===== src/inc/synth_regs_pkg.sv =====
// Package: field layout, reset values and encodings of the synthesizer control words
package synth_regs_pkg;
    localparam int WORD_BITS = 32;
    localparam int SEL_BITS = 3;
    // Register select codes
    localparam logic [2:0] SEL_FEEDBACK = 3'h0;
    localparam logic [2:0] SEL_PHASE = 3'h1;
    localparam logic [2:0] SEL_REFERENCE = 3'h2;
    // Register 0 fields
    localparam int NUMER_LSB = 3;
    localparam int NUMER_MSB = 14;
    localparam int INT_LSB = 15;
    localparam int INT_MSB = 30;
    localparam logic [11:0] NUMER_RESET = 12'h000;
    localparam logic [15:0] INT_RESET = 16'h0064;
    // Register 1 fields
    localparam int HOLD_BIT = 28;
    localparam int PHASE_LSB = 15;
    localparam int PHASE_MSB = 26;
    localparam int DENOM_LSB = 3;
    localparam int DENOM_MSB = 14;
    localparam logic [11:0] PHASE_RESET = 12'h001;
    localparam logic [11:0] DENOM_RESET = 12'h002;
    localparam int PHASE_WIDE_SHIFT = 4;
    // Register 2 fields
    localparam int DITHER_LSB = 29;
    localparam int DITHER_MSB = 30;
    localparam int PIN_LSB = 26;
    localparam int PIN_MSB = 28;
    localparam int DOUBLER_BIT = 25;
    localparam int HALVER_BIT = 24;
    localparam int RCOUNT_LSB = 14;
    localparam int RCOUNT_MSB = 23;
    localparam int SHADOW_EN_BIT = 13;
    localparam int PUMP_LSB = 9;
    localparam int PUMP_MSB = 12;
    localparam int LOCK_COUNT_BIT = 8;
    localparam int LOCK_WINDOW_BIT = 7;
    localparam int POLARITY_BIT = 6;
    localparam int SLEEP_BIT = 5;
    localparam int TRISTATE_BIT = 4;
    localparam logic [1:0] DITHER_RESET = 2'h0;
    localparam logic [2:0] PIN_RESET = 3'h0;
    localparam logic [9:0] RCOUNT_RESET = 10'h001;
    localparam logic [3:0] PUMP_RESET = 4'h0;
    localparam logic POLARITY_RESET = 1'b1;
    // Dither codes
    localparam logic [1:0] DITHER_LOW_NOISE = 2'h0;
    localparam logic [1:0] DITHER_LOW_SPUR = 2'h3;
    // Test pin codes
    typedef enum logic [2:0] {
        PIN_HIGHZ = 3'b000,
        PIN_HIGH = 3'b001,
        PIN_LOW = 3'b010,
        PIN_REF_COUNT = 3'b011,
        PIN_FB_COUNT = 3'b100,
        PIN_RESERVED = 3'b101,
        PIN_LOCK = 3'b110,
        PIN_READ_DATA = 3'b111
    } pin_mode_type;
    // Shift state
    typedef enum logic [0:0] {
        SHIFT_IDLE = 1'b0,
        SHIFT_BUSY = 1'b1
    } shift_state_type;
endpackage


===== src/inc/word_if.sv =====
// Interface: completed serial word handed from the shifter to the register bank
`timescale 1ns/1ps
`default_nettype none
interface word_if;
    logic valid;
    logic [31:0] data;
    modport source (output valid, output data);
    modport sink (input valid, input data);
endinterface
`default_nettype wire


===== src/core/serial_word_shifter.sv =====
// Serial shifter that assembles 32-bit words and flags complete ones
`timescale 1ns/1ps
`default_nettype none
module serial_word_shifter
    import synth_regs_pkg::*;
(
    input wire logic clk_in,       // Serial clock domain
    input wire logic rst_b_in,     // Asynchronous reset, active low
    input wire logic clk_en_in,    // Freezes state when low
    input wire logic cs_b_in,      // Chip select, active low
    input wire logic sdi_in,       // Serial data in
    word_if.source word            // Completed word
);
    ////////////////////////////////////////////////////////////////////////
    shift_state_type state, next_state;
    logic [5:0] count, next_count;
    logic [31:0] shift, next_shift;
    logic [31:0] held, next_held;
    logic valid_q, next_valid;

    // Word commits only when select rises after exactly 32 bits
    always_comb begin
        next_state = state;
        next_count = count;
        next_shift = shift;
        next_held = held;
        next_valid = 1'b0;
        if (!cs_b_in) begin
            next_state = SHIFT_BUSY;
            next_shift = {shift[30:0], sdi_in};       // MSB first
            // Saturates past 32 so a very long frame never wraps back to a legal count
            next_count = (count == 6'h21) ? 6'h21 : count + 6'h01;
        end else begin
            next_state = SHIFT_IDLE;
            next_count = 6'h00;
            // A short or overlong frame is dropped without any write
            if (state == SHIFT_BUSY && count == 6'h20) begin
                next_valid = 1'b1;
                next_held = shift;
            end
        end
    end

    always_ff @(posedge clk_in or negedge rst_b_in) begin
        if (!rst_b_in) begin
            state <= SHIFT_IDLE;
            count <= 6'h00;
            shift <= 32'h00000000;
            held <= 32'h00000000;
            valid_q <= 1'b0;
        end else if (clk_en_in) begin
            state <= next_state;
            count <= next_count;
            shift <= next_shift;
            held <= next_held;
            valid_q <= next_valid;
        end
    end

    assign word.valid = valid_q;
    assign word.data = held;
endmodule // serial_word_shifter
`default_nettype wire


===== src/core/synth_divider_ref_regs.sv =====
// Control word bank for the synthesizer feedback divider and reference path
`timescale 1ns/1ps
`default_nettype none
module synth_divider_ref_regs
    import synth_regs_pkg::*;
(
    input wire logic clk_in,                 // Serial clock, 125 MHz max
    input wire logic rst_b_in,               // Asynchronous reset, active low
    input wire logic clk_en_in,              // Clock enable
    input wire logic cs_b_in,                // Chip select, active low
    input wire logic sdi_in,                 // Serial data in
    input wire logic wide_fraction_select_in, // Wide fraction mode
    input wire logic ref_count_in,           // Reference counter output
    input wire logic fb_count_in,            // Feedback counter output
    input wire logic lock_in,                // Lock detect
    input wire logic read_data_in,           // Serial read data
    output logic [15:0] divider_integer_out, // Integer divide value
    output logic [11:0] divider_numerator_out, // Fraction numerator
    output logic [15:0] phase_value_out,     // Scaled phase word
    output logic [11:0] denominator_out,     // Active denominator
    output logic band_search_start_out,      // One-cycle band search pulse
    output logic band_search_hold_out,       // Band search hold
    output logic [1:0] dither_select_out,    // Dither code
    output logic dither_enable_out,          // Dither active
    output logic reference_doubler_out,      // Active doubler
    output logic reference_halver_out,       // Active halver
    output logic [9:0] reference_count_out,  // Active reference ratio
    output logic shadow_update_enable_out,   // Register 4 double-buffer enable
    output logic [3:0] pump_current_code_out, // Active pump current
    output logic lock_count_select_out,      // Lock count select
    output logic lock_window_select_out,     // Lock window select
    output logic detector_polarity_out,      // Detector polarity
    output logic sleep_request_out,          // Power down
    output logic pump_tristate_out,          // Pump high impedance
    output logic test_pin_out,               // Test pin level
    output logic test_pin_oe_out             // Test pin driven
);
    ////////////////////////////////////////////////////////////////////////
    word_if word ();

    // Shifter commits complete words only
    serial_word_shifter shifter (
        .clk_in(clk_in),
        .rst_b_in(rst_b_in),
        .clk_en_in(clk_en_in),
        .cs_b_in(cs_b_in),
        .sdi_in(sdi_in),
        .word(word)
    );

    ////////////////////////////////////////////////////////////////////////
    logic [2:0] sel;
    logic wr0, wr1, wr2;
    assign sel = word.data[SEL_BITS-1:0];
    assign wr0 = word.valid && sel == SEL_FEEDBACK;
    assign wr1 = word.valid && sel == SEL_PHASE;
    assign wr2 = word.valid && sel == SEL_REFERENCE;

    // Staged and active field storage
    logic [15:0] integer_q, next_integer;
    logic [11:0] numer_q, next_numer;
    logic hold_q, next_hold;
    logic [11:0] phase_stage, next_phase_stage, phase_q, next_phase;
    logic [11:0] denom_stage, next_denom_stage, denom_q, next_denom;
    logic [1:0] dither_q, next_dither;
    logic [2:0] pin_q, next_pin;
    logic dbl_stage, next_dbl_stage, dbl_q, next_dbl;
    logic half_stage, next_half_stage, half_q, next_half;
    logic [9:0] rc_stage, next_rc_stage, rc_q, next_rc;
    logic shen_q, next_shen;
    logic [3:0] pump_stage, next_pump_stage, pump_q, next_pump;
    logic [4:0] misc_q, next_misc;
    logic start_q, next_start;

    // Only defined fields are captured; reserved bits fall away
    always_comb begin
        next_integer = integer_q;
        next_numer = numer_q;
        next_hold = hold_q;
        next_phase_stage = phase_stage;
        next_denom_stage = denom_stage;
        next_dither = dither_q;
        next_pin = pin_q;
        next_dbl_stage = dbl_stage;
        next_half_stage = half_stage;
        next_rc_stage = rc_stage;
        next_shen = shen_q;
        next_pump_stage = pump_stage;
        next_misc = misc_q;
        next_phase = phase_q;
        next_denom = denom_q;
        next_dbl = dbl_q;
        next_half = half_q;
        next_rc = rc_q;
        next_pump = pump_q;
        next_start = 1'b0;
        if (wr1) begin
            next_hold = word.data[HOLD_BIT];
            next_phase_stage = word.data[PHASE_MSB:PHASE_LSB];
            next_denom_stage = word.data[DENOM_MSB:DENOM_LSB];
        end
        if (wr2) begin
            next_dither = word.data[DITHER_MSB:DITHER_LSB];
            next_pin = word.data[PIN_MSB:PIN_LSB];
            next_dbl_stage = word.data[DOUBLER_BIT];
            next_half_stage = word.data[HALVER_BIT];
            next_rc_stage = word.data[RCOUNT_MSB:RCOUNT_LSB];
            next_shen = word.data[SHADOW_EN_BIT];
            next_pump_stage = word.data[PUMP_MSB:PUMP_LSB];
            next_misc = word.data[LOCK_COUNT_BIT:TRISTATE_BIT];
        end
        if (wr0) begin
            next_integer = word.data[INT_MSB:INT_LSB];
            next_numer = word.data[NUMER_MSB:NUMER_LSB];
            // Staged values move to the active set on a register 0 write
            next_phase = phase_stage;
            next_denom = denom_stage;
            next_dbl = dbl_stage;
            next_half = half_stage;
            next_rc = rc_stage;
            next_pump = pump_stage;
            next_start = !hold_q;
        end
    end

    always_ff @(posedge clk_in or negedge rst_b_in) begin
        if (!rst_b_in) begin
            integer_q <= INT_RESET;
            numer_q <= NUMER_RESET;
            hold_q <= 1'b0;
            phase_stage <= PHASE_RESET;
            phase_q <= PHASE_RESET;
            denom_stage <= DENOM_RESET;
            denom_q <= DENOM_RESET;
            dither_q <= DITHER_RESET;
            pin_q <= PIN_RESET;
            dbl_stage <= 1'b0;
            dbl_q <= 1'b0;
            half_stage <= 1'b0;
            half_q <= 1'b0;
            rc_stage <= RCOUNT_RESET;
            rc_q <= RCOUNT_RESET;
            shen_q <= 1'b0;
            pump_stage <= PUMP_RESET;
            pump_q <= PUMP_RESET;
            misc_q <= {4'h0, 1'b0} | {2'h0, POLARITY_RESET, 2'h0};
            start_q <= 1'b0;
        end else if (clk_en_in) begin
            integer_q <= next_integer;
            numer_q <= next_numer;
            hold_q <= next_hold;
            phase_stage <= next_phase_stage;
            phase_q <= next_phase;
            denom_stage <= next_denom_stage;
            denom_q <= next_denom;
            dither_q <= next_dither;
            pin_q <= next_pin;
            dbl_stage <= next_dbl_stage;
            dbl_q <= next_dbl;
            half_stage <= next_half_stage;
            half_q <= next_half;
            rc_stage <= next_rc_stage;
            rc_q <= next_rc;
            shen_q <= next_shen;
            pump_stage <= next_pump_stage;
            pump_q <= next_pump;
            misc_q <= next_misc;
            start_q <= next_start;
        end
    end

    ////////////////////////////////////////////////////////////////////////
    // Test pin multiplexer; reserved code parks the pin undriven
    always_comb begin
        test_pin_out = 1'b0;
        test_pin_oe_out = 1'b1;
        case (pin_mode_type'(pin_q))
            PIN_HIGHZ: test_pin_oe_out = 1'b0;
            PIN_HIGH: test_pin_out = 1'b1;
            PIN_LOW: test_pin_out = 1'b0;
            PIN_REF_COUNT: test_pin_out = ref_count_in;
            PIN_FB_COUNT: test_pin_out = fb_count_in;
            PIN_LOCK: test_pin_out = lock_in;
            PIN_READ_DATA: test_pin_out = read_data_in;
            default: test_pin_oe_out = 1'b0;
        endcase
    end

    // Wide mode weighs each phase step by 16
    assign phase_value_out = wide_fraction_select_in ?
        {phase_q, 4'h0} : {4'h0, phase_q};
    assign dither_enable_out = (dither_q == DITHER_LOW_SPUR);
    assign divider_integer_out = integer_q;
    assign divider_numerator_out = numer_q;
    assign denominator_out = denom_q;
    assign band_search_start_out = start_q;
    assign band_search_hold_out = hold_q;
    assign dither_select_out = dither_q;
    assign reference_doubler_out = dbl_q;
    assign reference_halver_out = half_q;
    assign reference_count_out = rc_q;
    assign shadow_update_enable_out = shen_q;
    assign pump_current_code_out = pump_q;
    assign lock_count_select_out = misc_q[4];
    assign lock_window_select_out = misc_q[3];
    assign detector_polarity_out = misc_q[2];
    assign sleep_request_out = misc_q[1];
    assign pump_tristate_out = misc_q[0];
endmodule // synth_divider_ref_regs
`default_nettype wire


===== config.mk =====
export PLATFORM = sky130hd
export DESIGN_NAME = synth_divider_ref_regs
export DESIGN_NICKNAME = d
export VERILOG_FILES = /design/src/inc/synth_regs_pkg.sv /design/src/inc/word_if.sv /design/src/core/serial_word_shifter.sv /design/src/core/synth_divider_ref_regs.sv
export SDC_FILE = /design/constraint.sdc
export NUM_CORES = 1
export LEC_CHECK = 0
export ABC_AREA = 0
export BUFFER_PORTS_ARGS = -buffer_cell sky130_fd_sc_hd__buf_2
export CAP_MARGIN = 10
export CORE_UTILIZATION = 30
export CTS_BUF_LIST = sky130_fd_sc_hd__clkbuf_8
export CTS_CLUSTER_SIZE = 24
export DETAILED_ROUTE_END_ITERATION = 10
export PLACE_DENSITY_LB_ADDON = 0.3
export SYNTH_ARGS = -nofsm -noshare
export SYNTH_HDL_FRONTEND = slang
export SYNTH_SLANG_ARGS = --single-unit

===== constraint.sdc =====
create_clock -name clk_in -period 3 [get_ports clk_in]
set_clock_uncertainty 0.1 [all_clocks]
set_input_delay 0.9 -clock clk_in [delete_from_list [all_inputs] [get_ports clk_in]]
set_output_delay 0.9 -clock clk_in [all_outputs]
set_load 0.02 [all_outputs]

==> results, run 1 <==
- The worst register-to-register path ends at band_search_hold_out.
- The critical path in this run is classified as input pin to primary output.
- The cell with the most instances after synthesis is sky130_fd_sc_hd__dfrtp_1.
- The pin count of the biggest net entering global routing is 66.
- The cell count after synthesis is 526.
- The violation count after the first detailed-route iteration is 138.
- The total die area is 0.0257 mm².
- The cell count after placement is between 900 and 1000.
- Internal power comes to about 0.0034 W.
- The mean number of vias per cell is 4.47.
- For the final routed database, the setup TNS stands at 0 ns.
- The post-detailed-route wirelength per cell is 14.8 µm.
- The initial antenna violation count was 1.
- The total overflow left after global routing is 0.
- The clock latency reported for the late side of the worst-skew pair is ~0.45 ns.
- The total of flip-flops plus latches after synthesis is between 150 and 200.
- The worst endpoint required time is around 2.0 ns.
- The mean post-synth cell area is around 14 µm².
- For this design the static power due to leakage is 4.85 nW.
- The width of the die is 160 µm.
- The clock transition at the registers of the reported paths is about 0.12 ns.
- The type of destination of the critical path is a primary output.
- The number of port buffers is 94.
- Yosys mapped a number of flops with a built-in enable equal to 0.
- The global-route met3 utilization is 0.0294.
- For this run, the register share of the synthesized area comes to 0.637.
- The flow ran to the end, and the final reports show no timing, DRC or antenna violations.
- Buffers added to address setup during post-CTS repair amount to 0.
- The mapped netlist covers 0.00753 mm².
- The core utilization of the finished layout is 0.363.
- Measured along the y axis, the die boundary spans about 160 µm.
- In the final layout, the multi-input gates occupy 0.00257 mm².
- The share of synthesized area in the top cell type comes to 0.602.
- The global routing stage identified its most utilized layer as met2.
- The number of different library cells used by synthesis comes to 34.
- The CTS tree is built.
- The worst reg-to-reg path cell count is 4.
- For met2 alone, demand over resource in global routing was 0.193.
- The kind of start point of the critical path is an input pin.
- The signed area change from the synthesized netlist to the final layout is 17.8%.
- The net load switching power is about 0.0013 W.
- Across all setup checks in the final design, the least slack found is 0.319 ns.
- The initial core utilization is 0.308.
- The floorplan has 57 rows.
- The power per cell area is about 520 mW/mm².
- Of the total power, the share spent switching nets is 0.270.
- The tree is rooted in a sky130_fd_sc_hd__clkbuf_8.
- Along the worst path, the maximum fanout reaches 16.
- Dividing the final minimum period by the clock period gives 0.894.
- The H-tree level count is 4.
- The via count of the first global-routing pass is 4642.
- Prior to clock tree synthesis, the placed netlist has a worst setup slack of roughly 0.32 ns.
- The share of total power dissipated in combinational logic is 0.046.
- Ranked by total cell area, the synthesized netlist is headed by sky130_fd_sc_hd__dfrtp_1 60%, sky130_fd_sc_hd__mux2_2 19%, sky130_fd_sc_hd__nand2_1 4.8%.
- Summed over all layers, the routed wires come to 14.3 mm.
- The number of max-slew violations in the final report was 0.
- The all-layer global routing usage is 0.119.
- After layout, the minimum clock period comes to 2.68 ns.
- The share of power burned in registers is 0.585.
- The net count of the mapped netlist is approximately 540.
- The number of buffers added to fix hold violations after cts is 0.
- In the final design database the tool counted 642 nets.
- The detail route stage leaves a number of antenna-violating nets equal to 0.
- For met1 alone, demand over resource in global routing was 0.153.
- The startpoint of the lowest-slack register-to-register path is shifter.word.data[1].
- The first global-routing pass estimated roughly 24 mm of wire.
- The number of buffers created by CTS is 17.
- The measured slew at the worst slew-check pin is between 0.5 and 0.6 ns.
- The core region is 0.0245 mm².
- The number of cells in the finished layout apart from fillers is 966.
- The count of filler cells inserted in the layout is 2352.
- The post-route DRC violation count is 0.
- The clock passes through at most 2 buffers.
- The main flop type after synthesis is sky130_fd_sc_hd__dfrtp_1.
- Across the VDD grid, the largest voltage drop is 0.000230 V.
- For this run, asynchronously set or reset flops after synthesis account for 1.00.
- Before antenna repair, the detailed router went through 4 iterations.
- Routability-driven placement finished with a final weighted congestion of approximately 0.76.
- The min-delay analysis places its worst path in the category input pin to async pin.
- Once detailed placement completed, the half-perimeter wirelength came to between 9 and 10 mm.
- Ranked by instance count, the synthesized netlist is headed by 181 x sky130_fd_sc_hd__dfrtp_1, 130 x sky130_fd_sc_hd__mux2_2, 97 x sky130_fd_sc_hd__nand2_1.
- The launch point of the worst path is wide_fraction_select_in.
- The part of the power in the clock network is 0.368.
- The setup check on the worst reg-to-reg path leaves a slack of roughly 0.95 ns.
- The yosys synthesis warning count is 0.
- The highest clock rate is between 300 and 400 MHz.
- Headroom to the max-slew limit came out at 0.621.
- For the worst setup path, the data arrival time is ~1.7 ns.
- The register area is roughly 0.0048 mm².
- The top cell type by total area after synthesis is sky130_fd_sc_hd__dfrtp_1.
- The total setup violations reported at the end of the flow is 0.
- The number of clock sinks is 191.
- The quantity of gates resized following cts is 0.
- Max-cap violations in this run came to 0.
- The via count is roughly 4300.
- The share of post-route cells with drive strength above 1 is 0.464.
- The number of primary I/O pins is 95.
- The number of hold violations in the final report is 0.
- Setup repair after global routing left no endpoint under its margin.
- Summing internal, switching and leakage power gives around 0.0046 W.
- 0 antenna diodes ended up in the layout.
## power by group through the flow
stage	Combinational, W	Clock, W	Sequential, W
floorplan	0.000115	0	0.00274
finish	0.000213	0.00171	0.00271
detailed placement	0.000221	0	0.00276
CTS	0.000222	0.00179	0.00271
global placement	0.000210	0	0.00276
global route	0.000247	0.00190	0.00272
## layout by cell type (no fill, tap or decap), types with 7 or more instances in the layout
cell	instances
sky130_fd_sc_hd__buf_4	11
sky130_fd_sc_hd__nor2b_1	7
sky130_fd_sc_hd__buf_2	93
sky130_fd_sc_hd__clkbuf_8	18
sky130_fd_sc_hd__mux2_4	9
sky130_fd_sc_hd__dfrtp_1	181
sky130_fd_sc_hd__nand2_1	96
sky130_fd_sc_hd__mux2_2	130
sky130_fd_sc_hd__dfstp_2	10
sky130_fd_sc_hd__mux2_1	21
## per-layer routing
layer | share of wire | vias up
met5 | 0.00084 | -
met4 | 0.015 | 2
met3 | 0.035 | 13
met2 | 0.49 | 78
met1 | 0.46 | 2220
li1 | - | 2006
## worst max-delay path: stages
cell and delay [ns]:
sky130_fd_sc_hd__buf_2 0.24, sky130_fd_sc_hd__mux2_2 0.38, sky130_fd_sc_hd__buf_2 0.16
## cells by family after synthesis
kind of cell	after synthesis	synth area share
simple gates	123	0.0735
fa+ha+maj	3	0.00499
compound gates	17	0.0146
mux	161	0.245
xor+xnor	1	0.00116
buf+inv	30	0.0241
flops	191	0.637
## metrics by stage
stage	cell area [µm²]	hold slack, ns
after global routing	8870	0.303
after CTS	8870	0.312
after global placement	8440	0.359
after floorplan	7530	0.340
after detailed placement	8440	0.367
final	8870	0.316
## layout make-up
cell class,instances,area share
Sequential cell,191,0.540
Multi-Input combinational cell,305,0.290
Timing Repair Buffer,110,0.0746
Tap cell,324,0.0457
Clock buffer,17,0.0264
Clock inverter,15,0.0217
Inverter,4,0.00169
## worst max-delay path by stage
stage               cells past startpoint                  end
global route                            4         test_pin_out
finish                                  3   phase_value_out[9]
floorplan                               3  phase_value_out[10]
global placement                        3  phase_value_out[11]
CTS                                     4         test_pin_out
detailed placement                      3   phase_value_out[9]
## flip-flops by register name, summed over array words and instances (netlist names), 6 cells and up
name                   cells
shifter.shift             31
shifter.word.data         31
divider_integer_out       16
denom_stage               12
denominator_out           12
divider_numerator_out     12
phase_q                   12
phase_stage               12
rc_stage                  10
reference_count_out       10
shifter.count              6
Power figures use the tool's default switching activity.
==> run 2: changes to the inputs <==
CELL_PAD_IN_SITES_DETAIL_PLACEMENT = 1   (was default)
CELL_PAD_IN_SITES_GLOBAL_PLACEMENT = 1   (was default)
CTS_BUF_LIST = default   (was sky130_fd_sc_hd__clkbuf_8)
MAX_ROUTING_LAYER = met4   (was default)
==> run 2 against run 1 <==
  * Clock-buffer cell count grew 2
  * Register-to-register slack lost 0.05 ns
  * First-iteration DRC count grew 62%
  * Global-route usage grew 1.8 points
  * Sequential share of layout area shrank 1.1 points
  * Flip-flop and latch count is the same
  * Critical path depth is the same
  * Fmax shrank 0.29%
  * Non-clock buffer count is the same
  * Core utilization grew 0.73 points
  * Clock power grew 31%
  * Critical path type unchanged
  * Critical endpoint is now phase_value_out[4]
  * Largest power group unchanged
==> results, run 2 (synthesis results as in run 1) <==
- The CTS tree was built (unchanged).
- The cell count after placement is 934 (unchanged).
- The buffers inserted during post-CTS setup optimization was 0 (unchanged).
- The classification of the worst setup path was input pin to primary output (unchanged).
- The number of buffers created by CTS came to 17 (unchanged).
- The final wirelength is 15.7 mm (was 14.3 mm).
- The share of the clock period used by the worst path is 0.896 (was 0.894).
- The number of hold violations in the final report was 0 (unchanged).
- The largest incremental delay on the critical path is 0.38 ns (about the same).
- The final global-route overflow total came to 0 (unchanged).
- The most common cell after layout, fill and taps aside is sky130_fd_sc_hd__dfrtp_1 (unchanged).
- The highest clock rate is 372 MHz (was 373 MHz).
- The critical-path maximum fanout is 16 (unchanged).
- The pin count of the biggest net entering global routing is 70 (was 66).
- The top layer reached by signal wires is met4 (was met5).
- The number of primary I/O pins is 95 (unchanged).
- The shortest period the worst path allows came to 2.69 ns (was 2.68 ns).
- The maximum vdd ir drop is 0.000257 V (was 0.000230 V).
- The worst hold-check path type is input pin to async pin (unchanged).
- The register area is 0.00479 mm² (unchanged).
- The number of port buffers was 94 (unchanged).
- The leakage power figure is 4.93 nW (was 4.85 nW).
- The area of the core came to 0.0245 mm² (unchanged).
- Commonest cells after routing, fill and taps aside: 181 x sky130_fd_sc_hd__dfrtp_1, 130 x sky130_fd_sc_hd__mux2_2, 96 x sky130_fd_sc_hd__nand2_1 (unchanged).
- The wire length of the first global-routing pass is 27.1 mm (was 24.3 mm).
- The violation count after the first detailed-route iteration is 224 (was 138).
- The proportion of power drawn by combinational gates is 0.043 (was 0.046).
- The met1 wire length was 7.47 mm (was 6.54 mm).
- RSZ-0062 raised after global routing: no (unchanged).
- The routability congestion estimate from global placement is 0.789 (was 0.759).
- The area of the multi-input gates was 0.00257 mm² (about the same).
- The worst reg-to-reg path cell count is 4 (unchanged).
- The quantity of gates resized following cts is 0 (unchanged).
- The headroom to the max-slew limit is 0.591 (was 0.621).
- The signed area change from the synthesized netlist to the final layout is 20.2% (was 17.8%).
- The initial core utilization is 0.308 (unchanged).
- The mean number of vias per cell was 4.54 (was 4.47).
- The number of rows created at floorplan is 57 (unchanged).
- The measured slew at the worst slew-check pin is 0.611 ns (was 0.566 ns).
- The via count of the first global-routing pass is 4932 (was 4642).
- The switching share of total power is 0.241 (was 0.270).
- The number of cells in the finished layout apart from fillers is 967 (was 966).
- The cell with the largest stage delay on the worst path is sky130_fd_sc_hd__mux2_2 (unchanged).
- The share of post-route cells with drive strength above 1 is 0.463 (was 0.464).
- The total die area is 0.0257 mm² (unchanged).
- The iteration count of the initial detailed-routing pass came to 4 (unchanged).
- The type of destination of the critical path is a primary output (unchanged).
- The number of clock sinks came to 191 (unchanged).
- The met2 routed wirelength is 7.51 mm (was 6.99 mm).
- The met3 wire length is 594 µm (was 500 µm).
- The die boundary height is 160 µm (unchanged).
- The total of max-cap violations came to 0 (unchanged).
- The kind of start point of the critical path is an input pin (unchanged).
- The all-layer global routing usage came to 0.138 (was 0.119).
- The worst reg-to-reg setup slack is 0.90 ns (was 0.95 ns).
- The share of power burned in registers is 0.524 (was 0.585).
- The design internal power is 0.00393 W (was 0.00338 W).
- The post-route DRC violation count is 0 (unchanged).
- The clock latency reported for the late side of the worst-skew pair is 0.43 ns (was 0.45 ns).
- The net load switching power came to 0.00125 W (about the same).
- The clock transition at the registers of the reported paths is 0.07 ns (was 0.12 ns).
- The cell at the root of the clock tree is sky130_fd_sc_hd__clkbuf_16 (was sky130_fd_sc_hd__clkbuf_8).
- Series of cell instances along the critical path: buf_2, mux2_2, buf_2 (unchanged).
- The sum of internal, switching and leakage power came to 0.00518 W (was 0.00463 W).
- The setup total negative slack is 0 ns (unchanged).
- The number of buffers added to fix hold violations after cts is 0 (unchanged).
- The power per cell area is 572 mW/mm² (was 522 mW/mm²).
- The part of the power in the clock network is 0.433 (was 0.368).
- The final net count was 642 (unchanged).
- The initial antenna violation count came to 1 (unchanged).
- The total setup violations reported at the end of the flow is 0 (unchanged).
- The half-perimeter wire length after detailed placement came to 10.7 mm (was 9.64 mm).
- The cell repeated most along the worst path is sky130_fd_sc_hd__buf_2 (unchanged).
- The remaining antenna violation count after routing is 0 (unchanged).
- The via count is 4395 (was 4319).
- The worst endpoint required time is 2.00 ns (about the same).
- The width of the die is 160 µm (unchanged).
- The H-tree level count is 4 (unchanged).
- The number of max-slew violations in the final report is 0 (unchanged).
- The count of filler cells inserted in the layout came to 2546 (was 2352).
- The end of the worst register-to-register path is denom_stage[8] (was band_search_hold_out).
- Status: finished clean (unchanged).
- The arrival time of data at the critical path endpoint is 1.69 ns (was 1.68 ns).
- The startpoint of the lowest-slack register-to-register path is shifter.word.data[1] (unchanged).
- The post-detailed-route wirelength per cell is 16.3 µm (was 14.8 µm).
- The buffer depth of the longest clock path is 2 (unchanged).
[run 2: power groups by stage]
stage	Sequential, W	Clock [W]	Combinational [W]
final	0.00271	0.00224	0.000221
after global routing	0.00273	0.00242	0.000256
after floorplan	0.00274	0	0.000115
after detailed placement	0.00276	0	0.000229
after CTS	0.00271	0.00232	0.000231
after global placement	0.00276	0	0.000217
[run 2: layout make-up]
| class | count | share of cell area |
|---|---|---|
| well taps | 324 | 0.0448 |
| flip-flops and latches | 191 | 0.530 |
| repair buffers | 110 | 0.0746 |
| clock inverters | 13 | 0.0156 |
| clock buffers | 19 | 0.0490 |
| multi-input cells | 305 | 0.284 |
| inverters | 4 | 0.00166 |
| diodes | 1 | 0.000277 |
[run 2: worst max-delay path by stage]
stage                                       start             endpoint  slack [ns]
final                     wide_fraction_select_in   phase_value_out[4]        0.31
after global placement    wide_fraction_select_in   phase_value_out[4]        0.36
after detailed placement  wide_fraction_select_in   phase_value_out[5]        0.31
after floorplan           wide_fraction_select_in  phase_value_out[10]        0.17
after CTS                 wide_fraction_select_in   phase_value_out[5]        0.31
after global routing      wide_fraction_select_in   phase_value_out[7]        0.27
[run 2: stage by stage]
stage                     hold slack, ns  setup WS [ns]  utilization  instance area [µm²]
final                              0.346          0.312        0.370                 9050
after detailed placement           0.373          0.311        0.346                 8460
after global routing               0.387          0.274        0.370                 9050
after global placement             0.351          0.359        0.346                 8460
after floorplan                    0.340          0.170            -                 7530
after CTS                          0.372          0.312        0.370                 9040
[run 2: routing by layer]
metal	vias to the layer above	GRT usage
li1	2005	-
met1	2290	0.178
met2	84	0.212
met3	16	0.0336
met4	0	0.0424
met5	-	-
[run 2: critical path: cells and delay by family]
kind     cells  cell delay (ns)
buf+inv      2             0.40
mux          1             0.38
